===== src/pkg/line_maint_pkg.sv =====
// Register map, field layout, timing constants and types of the line monitor
package line_maint_pkg;

   // Register indices; byte address is four times the index
   localparam int ADDR_W = 12;
   localparam logic [7:0] IDX_RX_DECODE = 8'h28;
   localparam logic [7:0] IDX_RX_LEVEL = 8'h29;
   localparam logic [7:0] IDX_SLICER = 8'h2a;
   localparam logic [7:0] IDX_LOOPBACK = 8'h2b;
   localparam logic [7:0] IDX_DROPOUT = 8'h2c;
   localparam logic [7:0] IDX_ZERO_RUN = 8'h31;
   localparam logic [7:0] IDX_TERM = 8'h32;
   localparam logic [7:0] IDX_STATUS = 8'h40;
   localparam logic [7:0] IDX_CNT_LO = 8'h41;
   localparam logic [7:0] IDX_CNT_HI = 8'h42;

   // Reset values
   localparam logic [7:0] RST_RX_DECODE = 8'h00;
   localparam logic [7:0] RST_RX_LEVEL = 8'h15;
   localparam logic [7:0] RST_SLICER = 8'h18;
   localparam logic [7:0] RST_LOOPBACK = 8'h00;
   localparam logic [7:0] RST_DROPOUT = 8'h00;
   localparam logic [7:0] RST_ZERO_RUN = 8'h00;
   localparam logic [7:0] RST_TERM = 8'h07;

   // Writable bits; reserved bits read as zero
   localparam logic [7:0] WM_RX_DECODE = 8'h11;
   localparam logic [7:0] WM_RX_LEVEL = 8'h5f;
   localparam logic [7:0] WM_SLICER = 8'h3f;
   localparam logic [7:0] WM_LOOPBACK = 8'h77;
   localparam logic [7:0] WM_DROPOUT = 8'h07;
   localparam logic [7:0] WM_ZERO_RUN = 8'h5f;
   localparam logic [7:0] WM_TERM = 8'h1f;

   // Field positions
   localparam int F_LINE_CODE = 0;
   localparam int F_EQUALIZER_LONG_HAUL_ON = 6;
   localparam int F_LEVEL_LSB = 0;
   localparam int F_UPDW_LSB = 2;
   localparam int F_LAC = 2;
   localparam int F_RAISE = 1;
   localparam int F_TX_ALL_ONES_ON_DROPOUT_EN = 0;
   localparam int F_BPV = 6;
   localparam int F_ZERO_RUN_STANDARD_SELECT = 4;
   localparam int F_EXZ_ERR_LSB = 2;
   localparam int F_COUNTER_REPORT_MODE = 1;
   localparam int F_COUNTER_TRANSFER_TRIGGER = 0;
   localparam int F_ST_DROPOUT = 0;
   localparam logic [1:0] EXZ_COUNT_ON = 2'h1;

   // Bit-interval counts
   localparam int DECLARE_BITS_T1231 = 175;
   localparam int DECLARE_BITS_I431 = 1544;
   localparam int CLEAR_WINDOW_BITS = 128;
   localparam int CLEAR_MIN_MARKS = CLEAR_WINDOW_BITS / 8;
   localparam int CLEAR_MAX_ZERO_RUN = 100;
   localparam int EXZ_B8ZS = 7;
   localparam int EXZ_AMI_ANSI = 15;
   localparam int EXZ_AMI_FCC = 80;
   localparam int PEAK_WIN_BASE = 32;

   // Threshold levels in dB below nominal
   localparam logic [5:0] THRESH_BASE_DB = 6'h04;
   localparam logic [5:0] THRESH_FLOOR_DB = 6'h30;
   localparam logic [4:0] THRESH_FLOOR_CODE = 5'h16;
   localparam logic [5:0] HYSTERESIS_DB = 6'h04;

   // Report period
   localparam longint ONE_SECOND_S = 1;
   localparam longint CLK_HZ = 10_000_000;
   localparam longint ONE_SECOND_CYCLES = ONE_SECOND_S * CLK_HZ;

   typedef enum logic [0:0] {
      SIG_PRESENT = 1'b0,
      SIG_LOST = 1'b1
   } dropout_state_e;

   typedef struct packed {
      logic [7:0] rx_decode;
      logic [7:0] rx_level;
      logic [7:0] slicer;
      logic [7:0] loopback;
      logic [7:0] dropout;
      logic [7:0] zero_run;
      logic [7:0] term;
   } ctrl_regs_s;

   function automatic logic [5:0] level_db(input logic [4:0] code);
      if (code >= THRESH_FLOOR_CODE) begin
         level_db = THRESH_FLOOR_DB;
      end else begin
         level_db = THRESH_BASE_DB + {code, 1'b0};
      end
   endfunction : level_db

endpackage : line_maint_pkg


===== src/hw/line_maintenance_monitor.sv =====
// Line maintenance monitor: dropout detection, zero-run counting, loopbacks
//
// Functional notes
// Long haul declare level: code 0 is 4 dB, 2 dB steps, floor 48 dB
// Short haul ignores the declare-level field and uses the fixed level
// Peak observation window of 32, 64, 128 or 256 bits
// Six independent loopback enables, active high
// Criterion 0 declares dropout after 175 bits below declare level
// Criterion 1 declares dropout after 1544 bits below declare level
// Clear needs level above clear, 16 marks, under 100 zeros in 128 bits
// Long haul clear level sits 4 dB above the declare threshold
// Receive all-ones toward system while dropout and enabled
// Transmit all-ones toward line while dropout and enabled
// Each rising edge of the insert bit makes exactly one violation
// Standard 0: zero-run error above 15 in AMI, above 7 in B8ZS
// Standard 1: zero-run error above 80 in AMI, above 7 in B8ZS
// Zero-run errors counted in 16 bits only while enable field is 01
// Manual mode copies counter on each rising edge of transfer bit
// Automatic mode copies counter once every second
// Transfer bit ignored in automatic mode
// Line-code bit 0 decodes B8ZS, 1 decodes AMI; sets zero limit
// Equalizer on means long haul, off means short haul
// Bit counts advance on a per-bit enable from recovered clock
//
// Register access over APB was decided locally.
`timescale 1ns/1ps
`default_nettype none
module line_maintenance_monitor #(
   parameter longint ONE_SEC_CYCLES = line_maint_pkg::ONE_SECOND_CYCLES
) (
   // Clock and reset
   input wire logic CLK_SYS,
   input wire logic NRST,
   // APB slave
   input wire logic PSEL,
   input wire logic PENABLE,
   input wire logic PWRITE,
   input wire logic [line_maint_pkg::ADDR_W-1:0] PADDR,
   input wire logic [31:0] PWDATA,
   output logic [31:0] PRDATA,
   output logic PREADY,
   output logic PSLVERR,
   // Receive line, asynchronous to CLK_SYS
   input wire logic RX_LINE_CLK,
   input wire logic RX_POS,
   input wire logic RX_NEG,
   input wire logic RX_BELOW_DECLARE,
   input wire logic RX_ABOVE_CLEAR,
   // Analog front-end control
   output logic LONG_HAUL,
   output logic [5:0] DECLARE_LEVEL_DB,
   output logic [5:0] CLEAR_LEVEL_DB,
   output logic PEAK_WINDOW_END,
   // Receive toward system
   output logic RX_DATA,
   output logic RX_DATA_VALID,
   // Transmit from system toward line
   input wire logic TX_BIT_EN,
   input wire logic TX_DATA,
   output logic TX_POS,
   output logic TX_NEG,
   // Maintenance state
   output logic [5:0] LOOPBACK_EN,
   output logic DROPOUT
);

   localparam int SEC_W = $clog2(ONE_SEC_CYCLES + 1);
   localparam int NSYNC = 5;

   line_maint_pkg::ctrl_regs_s regs;
   line_maint_pkg::dropout_state_e state;
   logic [NSYNC-1:0] sync1, sync2, sync3, filt;
   logic clk_prev, bit_en;
   logic f_clk, f_pos, f_neg, f_below, f_above;
   logic [7:0] pos_sh, neg_sh;
   logic [2:0] kill_cnt;
   logic last_pol, b8zs_hit, kill_now, out_mark;
   logic [7:0] zero_run, next_zero_run, exz_limit;
   logic exz_hit, long_haul, b8zs_mode, los;
   logic [10:0] below_run, declare_limit;
   logic [6:0] win_cnt;
   logic [7:0] win_marks, next_marks;
   logic win_ok, next_ok;
   logic [7:0] peak_cnt, peak_len;
   logic bpv_prev, bpv_pend, tx_last_pos, tx_one;
   logic trf_prev, manual_xfer, sec_tick, xfer_now, count_inc;
   logic [SEC_W-1:0] sec_cnt;
   logic [15:0] exz_cnt, exz_result;
   logic [7:0] rd_byte;
   logic hit;

   // Hit flag for an aligned word address of a listed register
   function automatic logic decode_hit(input logic [11:0] addr);
      logic [7:0] idx;
      idx = addr[9:2];
      decode_hit = (addr[1:0] == 2'h0) && (addr[11:10] == 2'h0) &&
         (idx == line_maint_pkg::IDX_RX_DECODE ||
          idx == line_maint_pkg::IDX_RX_LEVEL ||
          idx == line_maint_pkg::IDX_SLICER ||
          idx == line_maint_pkg::IDX_LOOPBACK ||
          idx == line_maint_pkg::IDX_DROPOUT ||
          idx == line_maint_pkg::IDX_ZERO_RUN ||
          idx == line_maint_pkg::IDX_TERM ||
          idx == line_maint_pkg::IDX_STATUS ||
          idx == line_maint_pkg::IDX_CNT_LO ||
          idx == line_maint_pkg::IDX_CNT_HI);
   endfunction : decode_hit

   assign hit = decode_hit(PADDR);
   assign PREADY = 1'b1;

   // Register writes take effect in the access phase
   always_ff @(posedge CLK_SYS or negedge NRST) begin
      if (!NRST) begin
         regs.rx_decode <= line_maint_pkg::RST_RX_DECODE;
         regs.rx_level <= line_maint_pkg::RST_RX_LEVEL;
         regs.slicer <= line_maint_pkg::RST_SLICER;
         regs.loopback <= line_maint_pkg::RST_LOOPBACK;
         regs.dropout <= line_maint_pkg::RST_DROPOUT;
         regs.zero_run <= line_maint_pkg::RST_ZERO_RUN;
         regs.term <= line_maint_pkg::RST_TERM;
      end else if (PSEL && PENABLE && PWRITE && hit) begin
         case (PADDR[9:2])
            line_maint_pkg::IDX_RX_DECODE:
               regs.rx_decode <= PWDATA[7:0] & line_maint_pkg::WM_RX_DECODE;
            line_maint_pkg::IDX_RX_LEVEL:
               regs.rx_level <= PWDATA[7:0] & line_maint_pkg::WM_RX_LEVEL;
            line_maint_pkg::IDX_SLICER:
               regs.slicer <= PWDATA[7:0] & line_maint_pkg::WM_SLICER;
            line_maint_pkg::IDX_LOOPBACK:
               regs.loopback <= PWDATA[7:0] & line_maint_pkg::WM_LOOPBACK;
            line_maint_pkg::IDX_DROPOUT:
               regs.dropout <= PWDATA[7:0] & line_maint_pkg::WM_DROPOUT;
            line_maint_pkg::IDX_ZERO_RUN:
               regs.zero_run <= PWDATA[7:0] & line_maint_pkg::WM_ZERO_RUN;
            line_maint_pkg::IDX_TERM:
               regs.term <= PWDATA[7:0] & line_maint_pkg::WM_TERM;
            default: ;
         endcase
      end
   end

   always_comb begin
      case (PADDR[9:2])
         line_maint_pkg::IDX_RX_DECODE: rd_byte = regs.rx_decode;
         line_maint_pkg::IDX_RX_LEVEL: rd_byte = regs.rx_level;
         line_maint_pkg::IDX_SLICER: rd_byte = regs.slicer;
         line_maint_pkg::IDX_LOOPBACK: rd_byte = regs.loopback;
         line_maint_pkg::IDX_DROPOUT: rd_byte = regs.dropout;
         line_maint_pkg::IDX_ZERO_RUN: rd_byte = regs.zero_run;
         line_maint_pkg::IDX_TERM: rd_byte = regs.term;
         line_maint_pkg::IDX_STATUS: rd_byte = {7'h00, los};
         line_maint_pkg::IDX_CNT_LO: rd_byte = exz_result[7:0];
         line_maint_pkg::IDX_CNT_HI: rd_byte = exz_result[15:8];
         default: rd_byte = 8'h00;
      endcase
   end

   // Read data and error are captured in the setup phase
   always_ff @(posedge CLK_SYS or negedge NRST) begin
      if (!NRST) begin
         PRDATA <= 32'h0;
         PSLVERR <= 1'b0;
      end else if (PSEL && !PENABLE) begin
         PRDATA <= hit ? {24'h0, rd_byte} : 32'h0;
         PSLVERR <= !hit;
      end
   end

   // Three-stage synchronisers; a change counts once stages two and three agree
   generate
      for (genvar i = 0; i < NSYNC; i++) begin : g_sync
         always_ff @(posedge CLK_SYS or negedge NRST) begin
            if (!NRST) begin
               sync1[i] <= 1'b0;
               sync2[i] <= 1'b0;
               sync3[i] <= 1'b0;
               filt[i] <= 1'b0;
            end else begin
               sync1[i] <= (i == 0) ? RX_LINE_CLK : (i == 1) ? RX_POS :
                  (i == 2) ? RX_NEG : (i == 3) ? RX_BELOW_DECLARE :
                  RX_ABOVE_CLEAR;
               sync2[i] <= sync1[i];
               sync3[i] <= sync2[i];
               if (sync2[i] == sync3[i]) begin
                  filt[i] <= sync3[i];
               end
            end
         end
      end
   endgenerate

   assign {f_above, f_below, f_neg, f_pos, f_clk} = filt;

   // One enable per recovered bit
   always_ff @(posedge CLK_SYS or negedge NRST) begin
      if (!NRST) begin
         clk_prev <= 1'b0;
      end else begin
         clk_prev <= f_clk;
      end
   end
   assign bit_en = f_clk && !clk_prev;

   assign long_haul = regs.rx_level[line_maint_pkg::F_EQUALIZER_LONG_HAUL_ON];
   assign b8zs_mode = !regs.rx_decode[line_maint_pkg::F_LINE_CODE];
   assign los = (state == line_maint_pkg::SIG_LOST);

   // Substitution 000VB0VB: V repeats the previous polarity
   assign b8zs_hit = b8zs_mode && (kill_cnt == 3'h0) &&
      !(pos_sh[7] | neg_sh[7]) && !(pos_sh[6] | neg_sh[6]) &&
      !(pos_sh[5] | neg_sh[5]) && (pos_sh[4] ^ neg_sh[4]) &&
      (pos_sh[4] == last_pol) && (pos_sh[3] ^ neg_sh[3]) &&
      (pos_sh[3] != pos_sh[4]) && !(pos_sh[2] | neg_sh[2]) &&
      (pos_sh[1] ^ neg_sh[1]) && (pos_sh[1] == pos_sh[3]) &&
      (pos_sh[0] ^ neg_sh[0]) && (pos_sh[0] != pos_sh[1]);
   assign kill_now = b8zs_hit || (kill_cnt != 3'h0);
   assign out_mark = (pos_sh[7] | neg_sh[7]) && !kill_now;

   // Eight-bit decode pipeline
   always_ff @(posedge CLK_SYS or negedge NRST) begin
      if (!NRST) begin
         pos_sh <= 8'h0;
         neg_sh <= 8'h0;
         kill_cnt <= 3'h0;
         last_pol <= 1'b0;
      end else if (bit_en) begin
         pos_sh <= {pos_sh[6:0], f_pos};
         neg_sh <= {neg_sh[6:0], f_neg};
         if (b8zs_hit) begin
            kill_cnt <= 3'h7;
         end else if (kill_cnt != 3'h0) begin
            kill_cnt <= kill_cnt - 3'h1;
         end
         if (pos_sh[7] ^ neg_sh[7]) begin
            last_pol <= pos_sh[7];
         end
      end
   end

   // Zero-run limits
   always_comb begin
      if (b8zs_mode) begin
         exz_limit = 8'(line_maint_pkg::EXZ_B8ZS);
      end else if (regs.zero_run[line_maint_pkg::F_ZERO_RUN_STANDARD_SELECT]) begin
         exz_limit = 8'(line_maint_pkg::EXZ_AMI_FCC);
      end else begin
         exz_limit = 8'(line_maint_pkg::EXZ_AMI_ANSI);
      end
   end
   assign next_zero_run = out_mark ? 8'h0 :
      (zero_run == 8'hff) ? zero_run : zero_run + 8'h1;
   // Flags once per run, on the first zero past the limit
   assign exz_hit = bit_en && !out_mark && (zero_run == exz_limit);

   always_ff @(posedge CLK_SYS or negedge NRST) begin
      if (!NRST) begin
         zero_run <= 8'h0;
      end else if (bit_en) begin
         zero_run <= next_zero_run;
      end
   end

   // Dropout declare and clear
   assign declare_limit = regs.dropout[line_maint_pkg::F_LAC] ?
      11'(line_maint_pkg::DECLARE_BITS_I431) :
      11'(line_maint_pkg::DECLARE_BITS_T1231);
   assign next_marks = win_marks + {7'h0, out_mark};
   assign next_ok = win_ok && f_above &&
      (next_zero_run < 8'(line_maint_pkg::CLEAR_MAX_ZERO_RUN));

   always_ff @(posedge CLK_SYS or negedge NRST) begin
      if (!NRST) begin
         below_run <= 11'h0;
      end else if (bit_en) begin
         if (!f_below || los) begin
            below_run <= 11'h0;
         end else if (below_run != declare_limit) begin
            below_run <= below_run + 11'h1;
         end
      end
   end

   always_ff @(posedge CLK_SYS or negedge NRST) begin
      if (!NRST) begin
         win_cnt <= 7'h0;
         win_marks <= 8'h0;
         win_ok <= 1'b1;
      end else if (bit_en) begin
         win_cnt <= win_cnt + 7'h1;
         if (win_cnt == 7'(line_maint_pkg::CLEAR_WINDOW_BITS - 1)) begin
            win_marks <= 8'h0;
            win_ok <= 1'b1;
         end else begin
            win_marks <= next_marks;
            win_ok <= next_ok;
         end
      end
   end

   always_ff @(posedge CLK_SYS or negedge NRST) begin
      if (!NRST) begin
         state <= line_maint_pkg::SIG_PRESENT;
      end else if (bit_en) begin
         case (state)
            line_maint_pkg::SIG_PRESENT: begin
               if (f_below && below_run == declare_limit - 11'h1) begin
                  state <= line_maint_pkg::SIG_LOST;
               end
            end
            line_maint_pkg::SIG_LOST: begin
               if (win_cnt == 7'(line_maint_pkg::CLEAR_WINDOW_BITS - 1) &&
                  next_ok && next_marks >=
                  8'(line_maint_pkg::CLEAR_MIN_MARKS)) begin
                  state <= line_maint_pkg::SIG_PRESENT;
               end
            end
            default: state <= line_maint_pkg::SIG_PRESENT;
         endcase
      end
   end

   // Threshold codes toward the comparators; zero selects the fixed level
   always_ff @(posedge CLK_SYS or negedge NRST) begin
      if (!NRST) begin
         LONG_HAUL <= 1'b0;
         DECLARE_LEVEL_DB <= 6'h0;
         CLEAR_LEVEL_DB <= 6'h0;
      end else begin
         LONG_HAUL <= long_haul;
         if (long_haul) begin
            DECLARE_LEVEL_DB <= line_maint_pkg::level_db(
               regs.rx_level[line_maint_pkg::F_LEVEL_LSB +: 5]);
            CLEAR_LEVEL_DB <= line_maint_pkg::level_db(
               regs.rx_level[line_maint_pkg::F_LEVEL_LSB +: 5]) -
               line_maint_pkg::HYSTERESIS_DB;
         end else begin
            DECLARE_LEVEL_DB <= 6'h0;
            CLEAR_LEVEL_DB <= 6'h0;
         end
      end
   end

   // Peak observation window
   assign peak_len = 8'(line_maint_pkg::PEAK_WIN_BASE <<
      regs.slicer[line_maint_pkg::F_UPDW_LSB +: 2]);
   always_ff @(posedge CLK_SYS or negedge NRST) begin
      if (!NRST) begin
         peak_cnt <= 8'h0;
         PEAK_WINDOW_END <= 1'b0;
      end else begin
         PEAK_WINDOW_END <= bit_en && (peak_cnt >= peak_len - 8'h1);
         if (bit_en) begin
            peak_cnt <= (peak_cnt >= peak_len - 8'h1) ? 8'h0 :
               peak_cnt + 8'h1;
         end
      end
   end

   // Receive data toward the system side
   always_ff @(posedge CLK_SYS or negedge NRST) begin
      if (!NRST) begin
         RX_DATA <= 1'b0;
         RX_DATA_VALID <= 1'b0;
      end else begin
         RX_DATA_VALID <= bit_en;
         if (bit_en) begin
            RX_DATA <= out_mark ||
               (regs.dropout[line_maint_pkg::F_RAISE] && los);
         end
      end
   end

   // Transmit AMI encoder with one-shot violation
   assign tx_one = TX_DATA ||
      (regs.dropout[line_maint_pkg::F_TX_ALL_ONES_ON_DROPOUT_EN] && los);
   always_ff @(posedge CLK_SYS or negedge NRST) begin
      if (!NRST) begin
         bpv_prev <= 1'b0;
         bpv_pend <= 1'b0;
         tx_last_pos <= 1'b0;
         TX_POS <= 1'b0;
         TX_NEG <= 1'b0;
      end else begin
         bpv_prev <= regs.zero_run[line_maint_pkg::F_BPV];
         // A new request wins over consumption of the previous one
         if (regs.zero_run[line_maint_pkg::F_BPV] && !bpv_prev) begin
            bpv_pend <= 1'b1;
         end else if (TX_BIT_EN && tx_one) begin
            bpv_pend <= 1'b0;
         end
         if (TX_BIT_EN) begin
            if (tx_one) begin
               // Violation repeats the last polarity instead of alternating
               TX_POS <= bpv_pend ? tx_last_pos : !tx_last_pos;
               TX_NEG <= bpv_pend ? !tx_last_pos : tx_last_pos;
               tx_last_pos <= bpv_pend ? tx_last_pos : !tx_last_pos;
            end else begin
               TX_POS <= 1'b0;
               TX_NEG <= 1'b0;
            end
         end
      end
   end

   // Zero-run error counter and reporting
   assign manual_xfer = regs.zero_run[line_maint_pkg::F_COUNTER_TRANSFER_TRIGGER] &&
      !trf_prev && !regs.zero_run[line_maint_pkg::F_COUNTER_REPORT_MODE];
   assign sec_tick = (sec_cnt == SEC_W'(ONE_SEC_CYCLES - 1));
   assign xfer_now = manual_xfer ||
      (regs.zero_run[line_maint_pkg::F_COUNTER_REPORT_MODE] && sec_tick);
   assign count_inc = exz_hit && (regs.zero_run[
      line_maint_pkg::F_EXZ_ERR_LSB +: 2] == line_maint_pkg::EXZ_COUNT_ON);

   always_ff @(posedge CLK_SYS or negedge NRST) begin
      if (!NRST) begin
         trf_prev <= 1'b0;
         sec_cnt <= '0;
      end else begin
         trf_prev <= regs.zero_run[line_maint_pkg::F_COUNTER_TRANSFER_TRIGGER];
         sec_cnt <= sec_tick ? '0 : sec_cnt + SEC_W'(1);
      end
   end

   // Transfer restarts the count; an event in the same cycle is kept
   always_ff @(posedge CLK_SYS or negedge NRST) begin
      if (!NRST) begin
         exz_cnt <= 16'h0;
         exz_result <= 16'h0;
      end else begin
         if (xfer_now) begin
            exz_result <= exz_cnt;
            exz_cnt <= {15'h0, count_inc};
         end else if (count_inc) begin
            exz_cnt <= exz_cnt + 16'h1;
         end
      end
   end

   assign LOOPBACK_EN = {regs.loopback[6:4], regs.loopback[2:0]};
   assign DROPOUT = los;

   // Checks
   dropout_declare_a: assert property (@(posedge CLK_SYS)
      disable iff (!NRST)
      (bit_en && !los && f_below && below_run == declare_limit - 11'h1)
      |=> los) else $error("dropout not declared at limit");
   early_declare_a: assert property (@(posedge CLK_SYS)
      disable iff (!NRST)
      $rose(los) |-> $past(below_run) == declare_limit - 11'h1)
      else $error("dropout declared early");
   dropout_clear_a: assert property (@(posedge CLK_SYS)
      disable iff (!NRST)
      $fell(los) |-> $past(win_cnt) == 7'h7f && $past(f_above))
      else $error("dropout cleared outside window");
   rx_all_ones_a: assert property (@(posedge CLK_SYS)
      disable iff (!NRST)
      (bit_en && los && regs.dropout[line_maint_pkg::F_RAISE]) |=>
      RX_DATA && RX_DATA_VALID) else $error("rx all ones missing");
   tx_all_ones_a: assert property (@(posedge CLK_SYS)
      disable iff (!NRST)
      (TX_BIT_EN && los && regs.dropout[line_maint_pkg::F_TX_ALL_ONES_ON_DROPOUT_EN]) |=>
      (TX_POS ^ TX_NEG)) else $error("tx all ones missing");
   single_bpv_a: assert property (@(posedge CLK_SYS)
      disable iff (!NRST)
      (TX_BIT_EN && tx_one && bpv_pend &&
      !(regs.zero_run[line_maint_pkg::F_BPV] && !bpv_prev))
      |=> !bpv_pend && TX_POS == $past(tx_last_pos) &&
      TX_NEG == !$past(tx_last_pos))
      else $error("violation not single");
   exz_count_a: assert property (@(posedge CLK_SYS)
      disable iff (!NRST)
      (count_inc && !xfer_now) |=> exz_cnt == $past(exz_cnt) + 16'h1)
      else $error("event not counted");
   manual_copy_a: assert property (@(posedge CLK_SYS)
      disable iff (!NRST)
      manual_xfer |=> exz_result == $past(exz_cnt))
      else $error("manual transfer lost");
   auto_ignore_a: assert property (@(posedge CLK_SYS)
      disable iff (!NRST)
      (regs.zero_run[line_maint_pkg::F_COUNTER_REPORT_MODE] && !sec_tick) |=>
      $stable(exz_result))
      else $error("result changed off the second tick");
   clear_hyst_a: assert property (@(posedge CLK_SYS)
      disable iff (!NRST)
      LONG_HAUL |-> DECLARE_LEVEL_DB == CLEAR_LEVEL_DB + 6'h4)
      else $error("hysteresis wrong");
   peak_window_a: assert property (@(posedge CLK_SYS)
      disable iff (!NRST)
      PEAK_WINDOW_END |-> $past(peak_cnt) == $past(peak_len) - 8'h1)
      else $error("peak window length wrong");

endmodule : line_maintenance_monitor
`default_nettype wire


===== config.mk =====
export PLATFORM = sky130hd
export DESIGN_NAME = line_maintenance_monitor
export DESIGN_NICKNAME = d
export VERILOG_FILES = /design/src/pkg/line_maint_pkg.sv /design/src/hw/line_maintenance_monitor.sv
export SDC_FILE = /design/constraint.sdc
export NUM_CORES = 1
export LEC_CHECK = 0
export ABC_AREA = 1
export BUFFER_PORTS_ARGS = -buffer_cell sky130_fd_sc_hd__buf_2
export CAP_MARGIN = 15
export CORE_ASPECT_RATIO = 0.75
export CORE_MARGIN = 1.5
export CORE_UTILIZATION = 55
export DETAILED_ROUTE_END_ITERATION = 12
export PLACE_DENSITY = 0.77
export SYNTH_ARGS = -nofsm -noshare
export SYNTH_HDL_FRONTEND = slang
export SYNTH_SLANG_ARGS = --single-unit

===== constraint.sdc =====
create_clock -name CLK_SYS -period 3.55 [get_ports CLK_SYS]
set_input_delay 0 -clock CLK_SYS [delete_from_list [all_inputs] [get_ports CLK_SYS]]
set_output_delay 0 -clock CLK_SYS [all_outputs]
set_load 0.005 [all_outputs]

# == Yosys cells after proc, flatten, opt, wreduce, memory -nomap -nowiden ==
# Index checks and enable logic that the tools add are counted.
# op_classes
addsub,12
n_mul,0
div_mod_pow,0
order_cmp,4
eq_ne,26
shift,1
mux,30
bitwise_logic,10
n_reduce_logical,85
# ops
op,n
$pmux 8 s10,1
$eq 8x6->1 const B,7
$mux 8,5
$logic_and 1x1->1,37
$mux 11,3
$mux 16,2
$add 24x1->24 const B,1
$eq 24x24->1 const B,1
$eq 8x7->1 const B,3
$mux 24,1
$mux 6,4
$reduce_and 2->1,11
$add 16x1->16 const B,1
$add 8x1->8 const B,2
$logic_not 1->1,15
$logic_or 1x1->1,14
$mux 7,2
$add 11x1->11 const B,1
$eq 11x11->1,1
$ne 11x11->1,1
$sub 11x1->11 const B,1
$mux 1,9
$add 8x1->8,1
$eq 8x8->1,1
24 further kinds,43
# totals
register_bits,230
latch_bits,0
ramBits,0
romBits,0
in_bits,56
out_inout_bits,59
wordCells,224
mem_count,0

# == Depth between registers and ports, before layout ==
# Gate-level depths: netlist of run 1.
# depth
ltp_word,24
ltp_mapped,18

# == Worst setup path after synthesis of run 1 ==
# OpenSTA, ideal clock, no wires.
# synth_path
path_type,register to register
from,register kill_cnt[0]
to,register state (netlist: DROPOUT)
setup_time_ns,0.065
arrival_ns,2.162
t_required_ns,3.485
setup_slack_ns,1.323
stages_incl_launch_ff,19
n_path_buf,0
period_less_slack_ns,2.227
cell_sequence,dfrtp_1 inv_1 ha_1 inv_1 nor2_4 nand3_1 nor2_2 nand3_2 nand3_2 nor2_1 ha_1 nand3_1 nand3b_1 xor2_1 nor2_1 nand2_1 o21ai_0 nand2_1 nand2_1
# synth_via
elab_chain_cells,24
# synth_lines
element,line_no,rtl
from (decl),line_maintenance_monitor.sv:76,logic [2:0] kill_cnt;
from (signal assigned),line_maintenance_monitor.sv:233,kill_cnt <= kill_cnt - 3'h1;
$logic_not 3->1,line_maintenance_monitor.sv:210,assign b8zs_hit = b8zs_mode && (kill_cnt == 3'h0) &&
$logic_and 1x1->1 (2 in series),line_maintenance_monitor.sv:210,
$logic_and 1x1->1 (2 in series),line_maintenance_monitor.sv:211,!(pos_sh[7] | neg_sh[7]) && !(pos_sh[6] | neg_sh[6]) &&
$logic_and 1x1->1 (2 in series),line_maintenance_monitor.sv:212,!(pos_sh[5] | neg_sh[5]) && (pos_sh[4] ^ neg_sh[4]) &&
$logic_and 1x1->1 (2 in series),line_maintenance_monitor.sv:213,(pos_sh[4] == last_pol) && (pos_sh[3] ^ neg_sh[3]) &&
$logic_and 1x1->1 (2 in series),line_maintenance_monitor.sv:214,(pos_sh[3] != pos_sh[4]) && !(pos_sh[2] | neg_sh[2]) &&
$logic_and 1x1->1 (2 in series),line_maintenance_monitor.sv:215,(pos_sh[1] ^ neg_sh[1]) && (pos_sh[1] == pos_sh[3]) &&
$logic_and 1x1->1,line_maintenance_monitor.sv:216,(pos_sh[0] ^ neg_sh[0]) && (pos_sh[0] != pos_sh[1]);
$logic_or 1x1->1 *,line_maintenance_monitor.sv:217,assign kill_now = b8zs_hit || (kill_cnt != 3'h0);
$logic_not 1->1 *,line_maintenance_monitor.sv:218,assign out_mark = (pos_sh[7] | neg_sh[7]) && !kill_now;
$logic_and 1x1->1 *,line_maintenance_monitor.sv:218,
branches (longest 4 deep; another with $add 8x1->8),--,
$logic_and 1x1->1 *,line_maintenance_monitor.sv:313,next_ok && next_marks >=
$mux 1 *,line_maintenance_monitor.sv:312,if (win_cnt == 7'(line_maint_pkg::CLEAR_WINDOW_BITS - 1) &&
$pmux 1 s2 *,line_maintenance_monitor.sv:305,case (state)
to (signal assigned),line_maintenance_monitor.sv:308,state <= line_maint_pkg::SIG_LOST;
to (signal assigned),line_maintenance_monitor.sv:315,state <= line_maint_pkg::SIG_PRESENT;
to (signal assigned),line_maintenance_monitor.sv:318,default: state <= line_maint_pkg::SIG_PRESENT;
to (decl),line_maintenance_monitor.sv:71,line_maint_pkg::dropout_state_e state;
# Every way passes the cells marked *.
# A chain may end at the register's enable or synchronous reset.

# == Final worst setup path of run 1 ==
# layout_path
from,register pos_sh[7]
to,register state (netlist: DROPOUT)
# layout_via
elab_chain_cells,24
# layout_lines
element,line_no,rtl
from (decl),line_maintenance_monitor.sv:75,"logic [7:0] pos_sh, neg_sh;"
from (signal assigned),line_maintenance_monitor.sv:228,"pos_sh <= {pos_sh[6:0], f_pos};"
$or 1x1->1 *,"line_maintenance_monitor.sv:211, line_maintenance_monitor.sv:218",
$logic_not 1->1,line_maintenance_monitor.sv:211,
$logic_and 1x1->1,line_maintenance_monitor.sv:210,
$logic_and 1x1->1 (2 in series),line_maintenance_monitor.sv:211,
$logic_and 1x1->1 (2 in series),line_maintenance_monitor.sv:212,
$logic_and 1x1->1 (2 in series),line_maintenance_monitor.sv:213,
$logic_and 1x1->1 (2 in series),line_maintenance_monitor.sv:214,
$logic_and 1x1->1 (2 in series),line_maintenance_monitor.sv:215,
$logic_and 1x1->1,line_maintenance_monitor.sv:216,
$logic_or 1x1->1,line_maintenance_monitor.sv:217,
$logic_not 1->1,line_maintenance_monitor.sv:218,
$logic_and 1x1->1 *,line_maintenance_monitor.sv:218,
branches (longest 4 deep; another with $add 8x1->8),--,
$logic_and 1x1->1 *,line_maintenance_monitor.sv:313,
$mux 1 *,line_maintenance_monitor.sv:312,
$pmux 1 s2 *,line_maintenance_monitor.sv:305,
# Marks and branches as above.

==> flow_metrics.tcl, run 1 <==
set metrics [dict create \
    status "finished, final reports clean" \
    diodes 0 \
    place_area_um2 10500 \
    ys_types 55 \
    syn_to_final_growth_pct 12.8 \
    synth_adder_area_share_pct 2.35 \
    p_per_area_nw_per_um2 503 \
    gp_congestion 0.895 \
    synth_compound_area_share_pct 10.3 \
    overflow 0 \
    dieHeight_um 121 \
    syn_area_per_cell_um2 8.48 \
    viasPerCell 5.32 \
    switchingPower_mw 1.59 \
    clkPwrFrac_pct 38.8 \
    clock_sinks 203 \
    grt_max_degree 87 \
    drt_iter0_markers 694 \
    numPortBuffers 62 \
    wl_um 21500 \
    power_switching_share_pct 27.6 \
    min_to "PSLVERR" \
    final_layout_size_suffix_gt1_share_pct 12.6 \
    clock.fmax_mhz 380 \
    hold_start "PADDR[11]" \
    synth_cells 1196 \
    synth-simple-area-share_pct 24.1 \
    fin_crit_sh_pct 74.2 \
    hpwl_um 15100 \
    r2r-start "pos_sh[7]" \
    grt_antenna_before_repair 0 \
    maxSlewViolCount 0 \
    setup_viol 0 \
    num_io_pins 115 \
    p_int_mw 4.17 \
    power_leakage_nw 5.52 \
    finalClockSkew_ns 0.0114 \
    cp-startpoint "pos_sh[7]" \
    synth_most_common_cell "nand2_1" \
    grt_pass1_wl_um 35900 \
    ys_ff_latch 203 \
    synth_edf_count 0 \
    ctsRootBufferMaster "clkbuf_16" \
    ys_seq_area_share_pct 50.2 \
    rsz0062_at_grt "false" \
    hold_viol 0 \
    grt_pass1_vias 7550 \
    ant_nets 0 \
    cts_buffers 21 \
    cp-start-kind "register" \
    cts_buffer_depth 3 \
    cts_resized 0 \
    finalSetupTns_ns 0 \
    critPathCaptureType "register" \
    muxShareOfSynthArea_pct 0 \
    final_cell_area_um2 11400 \
    htree_levels 1 \
    netlist_area_um2 10100 \
    hp-class "in -> reg" \
    synth_warnings 0 \
    crit_type "reg -> reg" \
    dieArea_um2 19300 \
    irDropWorstVdd_uv 296 \
    maxCapViolations 0 \
    start_util_pct 56.7 \
    async_flop_share_pct 100 \
    r2r_cells 18 \
    worstMarginPinSlew_ns 0.703 \
    min_period_ns 2.63 \
    arrival_ns 3.07 \
    postCtsSetupBuffers 0 \
    hold_path_depth 5 \
    firstDrtPassIters 5 \
    clkSlewWorstSetupHoldPaths_ns 0.06 \
    synthTopCellsByCount "256 x nand2_1, 194 x dfrtp_1, 158 x inv_1" \
    cts_tree "yes" \
    synth_flop_cell "dfrtp_1" \
    path_max_fanout 8 \
    core-area_um2 17900 \
    synth_area_leader_cell "dfrtp_1" \
    crit_required_ns 3.98 \
    dieWidth_um 160 \
    fin_nets 1347 \
    seq_power_share_pct 47.3 \
    post_synth_xor_area_fraction_pct 2.94 \
    insertion_delay_ns 0.50 \
    synth_top_family_by_area "simple AND/OR/NAND/NOR gates" \
    yosys-top-cells-area "dfrtp_1 48%, nand2_1 9.5%, inv_1 5.9%" \
    gr-usage-all-layers_pct 22.8 \
    via_count 8139 \
    wl_per_cell_um 14.1 \
    r2r-end "DROPOUT" \
    postCtsHoldBufs 21 \
    drc_errors 0 \
    slew_headroom_pct 53.1 \
    rows 42 \
    share_comb_of_total_power_pct 13.9 \
    r2r_slack_ns 0.92 \
    synth_top_cell_area_share_pct 47.9 \
]
## area by class of cell
class / instances / area (µm²)
Sequential cell: 203 / 5090
Timing Repair Buffer: 87 / 572
Clock inverter: 8 / 105
Clock buffer: 28 / 592
Inverter: 171 / 647
Fill cell: 1482 / 6440
Tap cell: 242 / 303
Multi-Input combinational cell: 792 / 4120
## critical path, cell delays in order (launching register included)
cell and delay [ns]:
dfrtp_1 0.32, inv_1 0.06, ha_1 0.19, inv_1 0.12
nor2_1 0.06, nand3_1 0.10, nor2_2 0.05, nand3_2 0.11
nand3_2 0.19, nor2_1 0.25, ha_1 0.21, nand3_1 0.12
nand3b_1 0.19, xor2_1 0.16, nor2_1 0.09, nand2_1 0.06
o21ai_0 0.16, nand2_1 0.08, nand2_1 0.06
## cells in the final DEF (no fill, tap or decap), drive strengths merged, types with 29 or more instances in the layout
cell and n:
nand2 267, dfrtp 194, inv 168, nor2 113, o21ai 113, buf 65
nand3 58, nor3 32, nand4 30, clkbuf 29
## metrics by stage
step                hold WS [ns]  power (mW)  setup slack (ns)  util (%)  std cells
detailed placement        0.0905        3.53             0.984      58.9       1474
global route              0.0439        6.06             0.572      64.0       1531
CTS                      0.00670        5.80             0.903      64.0       1531
global placement          0.0906        3.50              1.05      58.9       1474
floorplan                 -0.296        3.31              1.32         -       1221
finish                    0.0189        5.75             0.916      64.0       1531
## power by group through the flow
| stage | logic, mW | clock network, mW | registers [mW] |
|---|---|---|---|
| global placement | 0.744 | 0 | 2.75 |
| CTS | 0.805 | 2.27 | 2.72 |
| detailed placement | 0.779 | 0 | 2.76 |
| finish | 0.800 | 2.23 | 2.72 |
| floorplan | 0.596 | 0 | 2.72 |
| global route | 0.947 | 2.36 | 2.76 |
## worst max-delay path by stage
stage,end,slack [ns]
2_1_floorplan,DROPOUT,1.32
3_3_place_gp,DROPOUT,1.05
3_5_place_dp,exz_cnt[4],0.98
4_1_cts,DROPOUT,0.90
5_1_grt,DROPOUT,0.57
6_report,DROPOUT,0.92
## kinds of logic after synthesis
group                    after synthesis
AND/OR/NAND/NOR                      528
XOR/XNOR                              34
buffers and inverters                226
AO/OA/AOI/OAI                        183
other                                  2
adder cells (fa/ha/maj)               20
flip-flops                           203
## layer usage
metal	up-vias	GRT usage, %	wire length, µm
li1	4004	-	-
met1	3825	33.3	10400
met2	267	35.4	9380
met3	43	3.88	1280
met4	0	6.19	467
met5	-	0	0
## flip-flops by register name, summed over array words and instances (netlist names), 6 cells and up
name / cells
regs: 27
exz_result: 16
LOOPBACK_EN: 6
below_run: 11
zero_run: 8
peak_cnt: 8
neg_sh: 8
pos_sh: 8
exz_cnt: 16
win_marks: 8
win_cnt: 7
sec_cnt: 24
PRDATA: 8
(Power assumes the default switching activity.)
==> run 2: changes to the inputs <==
- ABC_AREA: 1 -> 0
- clock period: 3.55 -> 2.75 ns (I/O delays scaled with it)
==> flow_metrics.tcl, run 2 <==
set metrics [dict create \
    synth_cells 931 \
    synth_edf_count 0 \
    crit_path_end "exz_cnt[10]" \
    fin_nets 1084 \
    p_total_mw 6.98 \
    final_layout_size_suffix_gt1_share_pct 17.9 \
    synthTopCellsByCount "194 x dfrtp_1, 125 x nand2_1, 70 x nor2_1" \
    crit_type "reg -> reg" \
    r2r_slack_ns 0.22 \
    cp-startpoint "zero_run[5]" \
    start_util_pct 56.9 \
    layout_common_cells "194 x dfrtp_1, 125 x nand2_1, 70 x nor2_1, 61 x buf_2, 59 x o21ai_0" \
    hp-class "in -> reg" \
    ys_ff_latch 203 \
    power_leakage_nw 5.17 \
    min_period_ns 2.53 \
    insertion_delay_ns 0.50 \
    r2r-end "exz_cnt[10]" \
    hold_viol 0 \
    netlist_area_um2 9690 \
    htree_levels 1 \
    ys_seq_area_share_pct 52.6 \
    dieWidth_um 156 \
    async_flop_share_pct 100 \
    worstMarginPinSlew_ns 0.707 \
    cp-start-kind "register" \
    dieHeight_um 118 \
    viasPerCell 5.66 \
    final_cell_area_um2 11000 \
    r2r_cells 5 \
    setup_viol 0 \
    hpwl_um 13600 \
    clock_sinks 203 \
    critPathCaptureType "register" \
    fin_crit_sh_pct 92.0 \
    via_count 7149 \
    maxSlewViolCount 0 \
    postCtsHoldBufs 21 \
    met2_usage_pct 34.3 \
    synth_warnings 0 \
    status "finished, final reports clean" \
    finalSetupTns_ns 0 \
    grt_pass1_wl_um 34500 \
    syn_to_final_growth_pct 13.5 \
    clkSlewWorstSetupHoldPaths_ns 0.07 \
    grt_max_degree 89 \
    layout_commonest_cell "dfrtp_1" \
    clock.fmax_mhz 395 \
    core-area_um2 17000 \
    wl_per_cell_um 15.9 \
    p_per_area_nw_per_um2 635 \
    overflow 0 \
    maxCapViolations 0 \
    crit_required_ns 3.17 \
    ys_types 73 \
    irDropWorstVdd_uv 453 \
    wl_um 20100 \
    largest_registers "regs (27), sec_cnt (24)" \
    synth_most_common_cell "dfrtp_1" \
    final_util_pct 64.6 \
    dieArea_um2 18400 \
    num_io_pins 115 \
    postCtsSetupBuffers 0 \
    synth_flop_cell "dfrtp_1" \
    path_max_fanout 12 \
    ctsRootBufferMaster "clkbuf_16" \
    busiest_layer "met1" \
    met1_usage_pct 35.0 \
    gp_congestion 0.885 \
    numPortBuffers 62 \
    largest_reg_flops 27 \
    grtUsageMet3_pct 3.98 \
    cts_tree "yes" \
    grt_pass1_vias 6818 \
    yosys-top-cells-area "dfrtp_1 50%, mux2_2 5.9%, nand2_1 4.8%" \
    drt_iter0_markers 679 \
    firstDrtPassIters 4 \
    slew_headroom_pct 52.9 \
    finalClockSkew_ns 0.0215 \
    synth_area_leader_cell "dfrtp_1" \
    grt_antenna_before_repair 0 \
    place_area_um2 10200 \
    syn_area_per_cell_um2 10.4 \
    top_register "regs" \
    diodes 0 \
    cts_buffer_depth 3 \
    synth_top_cell_area_share_pct 50.1 \
    cts_buffers 20 \
    drc_errors 0 \
    gr-usage-all-layers_pct 22.9 \
    rows 41 \
    r2r-start "zero_run[5]" \
    rsz0062_at_grt "false" \
    ant_nets 0 \
    arrival_ns 2.95 \
    cts_resized 0 \
]
-- run 2: cells by family (layout without fill, tap and decap cells) --
logic type / Yosys count / after routing / share of synthesized area (%)
buf+inv: 91 / 162 / 5.28
xor+xnor: 49 / 49 / 4.43
other cells: 2 / 27 / 0.0775
compound gates: 149 / 149 / 9.93
mux: 59 / 59 / 7.01
simple gates: 357 / 357 / 18.2
fa+ha+maj: 21 / 21 / 2.56
flops: 203 / 203 / 52.6
-- run 2: worst min-delay path by stage --
stage               startpoint           endpoint  slack [ns]  cells after the start
floorplan                 NRST  CLEAR_LEVEL_DB[1]       -0.30                      0
global placement          NRST           sync1[2]        0.10                      1
detailed placement        NRST           sync2[1]        0.11                      1
CTS                   PADDR[2]          PRDATA[5]        0.01                      3
global route          PADDR[2]          PRDATA[5]        0.03                      3
finish                PADDR[2]          PRDATA[5]        0.02                      3
-- run 2: layer usage --
metal	wire [µm]	part of all wire (%)	vias to the layer above
met5	0	0	-
met4	252	1.3	0
met3	1180	5.9	23
met2	8880	44	214
met1	9820	49	3522
li1	-	-	3390
-- run 2: cell type report --
cell class / count / area [µm²]
fill: 1336 / 6030
sequential: 203 / 5090
clock inverter: 2 / 21.3
tap: 236 / 295
inverter: 22 / 82.6
multi-input combinational: 662 / 4180
clock buffer: 34 / 603
timing repair buffer: 104 / 724
-- run 2: report_power, final --
| group | switching, mW | internal, mW | leakage (nW) |
|---|---|---|---|
| Clock | 1.11 | 1.49 | 0.304 |
| Combinational | 0.475 | 0.358 | 2.18 |
| Sequential | 0.279 | 3.26 | 2.68 |
-- run 2: through the flow --
stage,hold WS (ns),instances,setup slack (ns)
after floorplan,-0.296,956,0.422
after global placement,0.102,1206,0.291
after detailed placement,0.109,1206,0.257
after CTS,0.00998,1263,0.226
after global routing,0.0268,1263,0.0817
final,0.0224,1263,0.219
-- run 2: worst max-delay path: stages, from the launching register on --
cell	delay, ns
dfrtp_1	0.48
or4b_4	0.58
a2111oi_4	0.45
o21ai_2	0.28
or3_2	0.51
a21oi_1	0.16
==> run 3: changes to the inputs <==
- clock period: 2.75 -> 2.4 ns (I/O delays scaled with it)
==> flow_metrics.tcl, run 3 (same netlist as run 2, synthesis figures left out) <==
set metrics [dict create \
    cp-start-kind "register" \
    r2r_slack_ns 0.12 \
    largest_reg_flops 27 \
    top_register "regs" \
    overflow 0 \
    wl_um 20900 \
    path_max_fanout 8 \
    worstMarginPinSlew_ns 0.733 \
    rows 41 \
    clock_sinks 203 \
    maxCapViolations 0 \
    p_per_area_nw_per_um2 763 \
    dieWidth_um 156 \
    stdcell_count 1269 \
    diodes 0 \
    firstDrtPassIters 4 \
    viasPerCell 5.63 \
    power_leakage_nw 5.26 \
    clock.fmax_mhz 439 \
    r2r_cells 10 \
    syn_to_final_growth_pct 15.6 \
    fin_nets 1091 \
    crit_type "reg -> reg" \
    setup_viol 0 \
    via_count 7148 \
    final_cell_area_um2 11200 \
    wl_per_cell_um 16.4 \
    grt_pass1_wl_um 35400 \
    drt_iter0_markers 598 \
    min_period_ns 2.28 \
    dieHeight_um 118 \
    finalClockSkew_ns 0.0125 \
    setup_ws_ns 0.121 \
    grt_max_degree 59 \
    crit_required_ns 2.78 \
    fin_crit_sh_pct 95.0 \
    seq_power_share_pct 47.2 \
    critPathCaptureType "register" \
    switchingPower_mw 2.22 \
    start_util_pct 56.9 \
    cts_buffers 20 \
    layout_common_cells "194 x dfrtp_1, 125 x nand2_1, 70 x nor2_1, 61 x buf_2, 58 x o21ai_0" \
    maxSlewViolCount 0 \
    cts_buffer_depth 3 \
    numPortBuffers 62 \
    place_inst 1214 \
    r2r-end "exz_cnt[9]" \
    grt_antenna_before_repair 0 \
    hp-class "in -> async" \
    irDropWorstVdd_uv 642 \
    clkSlewWorstSetupHoldPaths_ns 0.07 \
    gp_congestion 0.887 \
    htree_levels 1 \
    largest_registers "regs (27), sec_cnt (24)" \
    hold_viol 0 \
    finalSetupTns_ns 0 \
    r2r-start "kill_cnt[0]" \
    fin_hold_ws_ns 0.00212 \
    slew_headroom_pct 50.7 \
    status "finished, final reports clean" \
    dieArea_um2 18400 \
    grt_pass1_vias 6905 \
    final_layout_size_suffix_gt1_share_pct 19.6 \
    fillers 1312 \
    core-area_um2 17000 \
    layout_commonest_cell "dfrtp_1" \
    dp_slack_ns 0.0960 \
    ant_nets 0 \
    ctsRootBufferMaster "clkbuf_16" \
    place_area_um2 10200 \
    gr-usage-all-layers_pct 23.6 \
    num_io_pins 115 \
    p_int_mw 6.33 \
    cts_tree "yes" \
    hpwl_um 13900 \
    share_comb_of_total_power_pct 11.9 \
    power_switching_share_pct 25.9 \
    clkPwrFrac_pct 40.9 \
    drc_errors 0 \
    arrival_ns 2.66 \
    insertion_delay_ns 0.50 \
]
==> run 3: cell types whose count changed in the layout (fill, tap and decap cells not counted), sizes merged <==
cell         delta
clkbuf         -11
buf             +9
clkinv          +4
dlygate4sd3     -2
bufinv          +5
clkinvlp        +1
==> run 3: how the worst max path moves through the flow <==
stage | start | end | slack (ns) | cells after the start
after floorplan | kill_cnt[0] | DROPOUT | 0.07 | 11
after global placement | zero_run[5] | exz_cnt[9] | 0.10 | 6
after detailed placement | zero_run[5] | exz_cnt[9] | 0.1 | 6
after CTS | zero_run[5] | exz_cnt[9] | 0.04 | 6
after global routing | kill_cnt[0] | exz_cnt[9] | -0.02 | 10
final | kill_cnt[0] | exz_cnt[9] | 0.12 | 10
==> run 3: final cells by class <==
type | count | area (µm²) | share of cell area (%)
Tap cell | 236 | 295 | 2.64
Clock inverter | 12 | 203 | 1.81
Timing Repair Buffer | 111 | 772 | 6.89
Inverter | 22 | 82.6 | 0.737
Sequential cell | 203 | 5090 | 45.5
Multi-Input combinational cell | 662 | 4210 | 37.6
Clock buffer | 23 | 542 | 4.84
==> run 3: critical path, stage by stage (launching register included) <==
cell,delay [ns]
dfrtp_1,0.34
inv_1,0.07
ha_1,0.22
nor3b_1,0.16
buf_4,0.16
a2111oi_4,0.30
buf_4,0.20
o211ai_4,0.14
or3_1,0.35
xor2_1,0.15
nor2_1,0.06
==> run 3: power groups by stage <==
stage                     Sequential (mW)  Clock [mW]  Combinational (mW)
after floorplan                      4.01           0               0.720
final                                4.04        3.49                1.02
after global placement               4.08           0               0.930
after detailed placement             4.09           0               0.967
after global routing                 4.08        3.70                1.17
after CTS                            4.03        3.55                1.01
==> run 3: per-stage QoR <==
step	util (%)	total power, mW
finish	65.8	8.55
CTS	65.5	8.59
detailed placement	60.0	5.05
global route	65.8	8.95
global placement	60.0	5.00
floorplan	-	4.73
==> run 3: what timing repair did <==
item,in CTS,in global routing
setup endpoints to repair,0,8
buffers inserted,0,1
hold buffers,19,0
resized for setup,0,5
endpoints found under the hold margin,243,0
==> run 3: layer usage <==
layer,up-vias,global-route usage [%],share of wire [%]
met5,-,0,0
met4,0,5.00,1.6
met3,29,3.98,5.3
met2,209,35.6,45
met1,3501,36.0,48
li1,3409,-,-
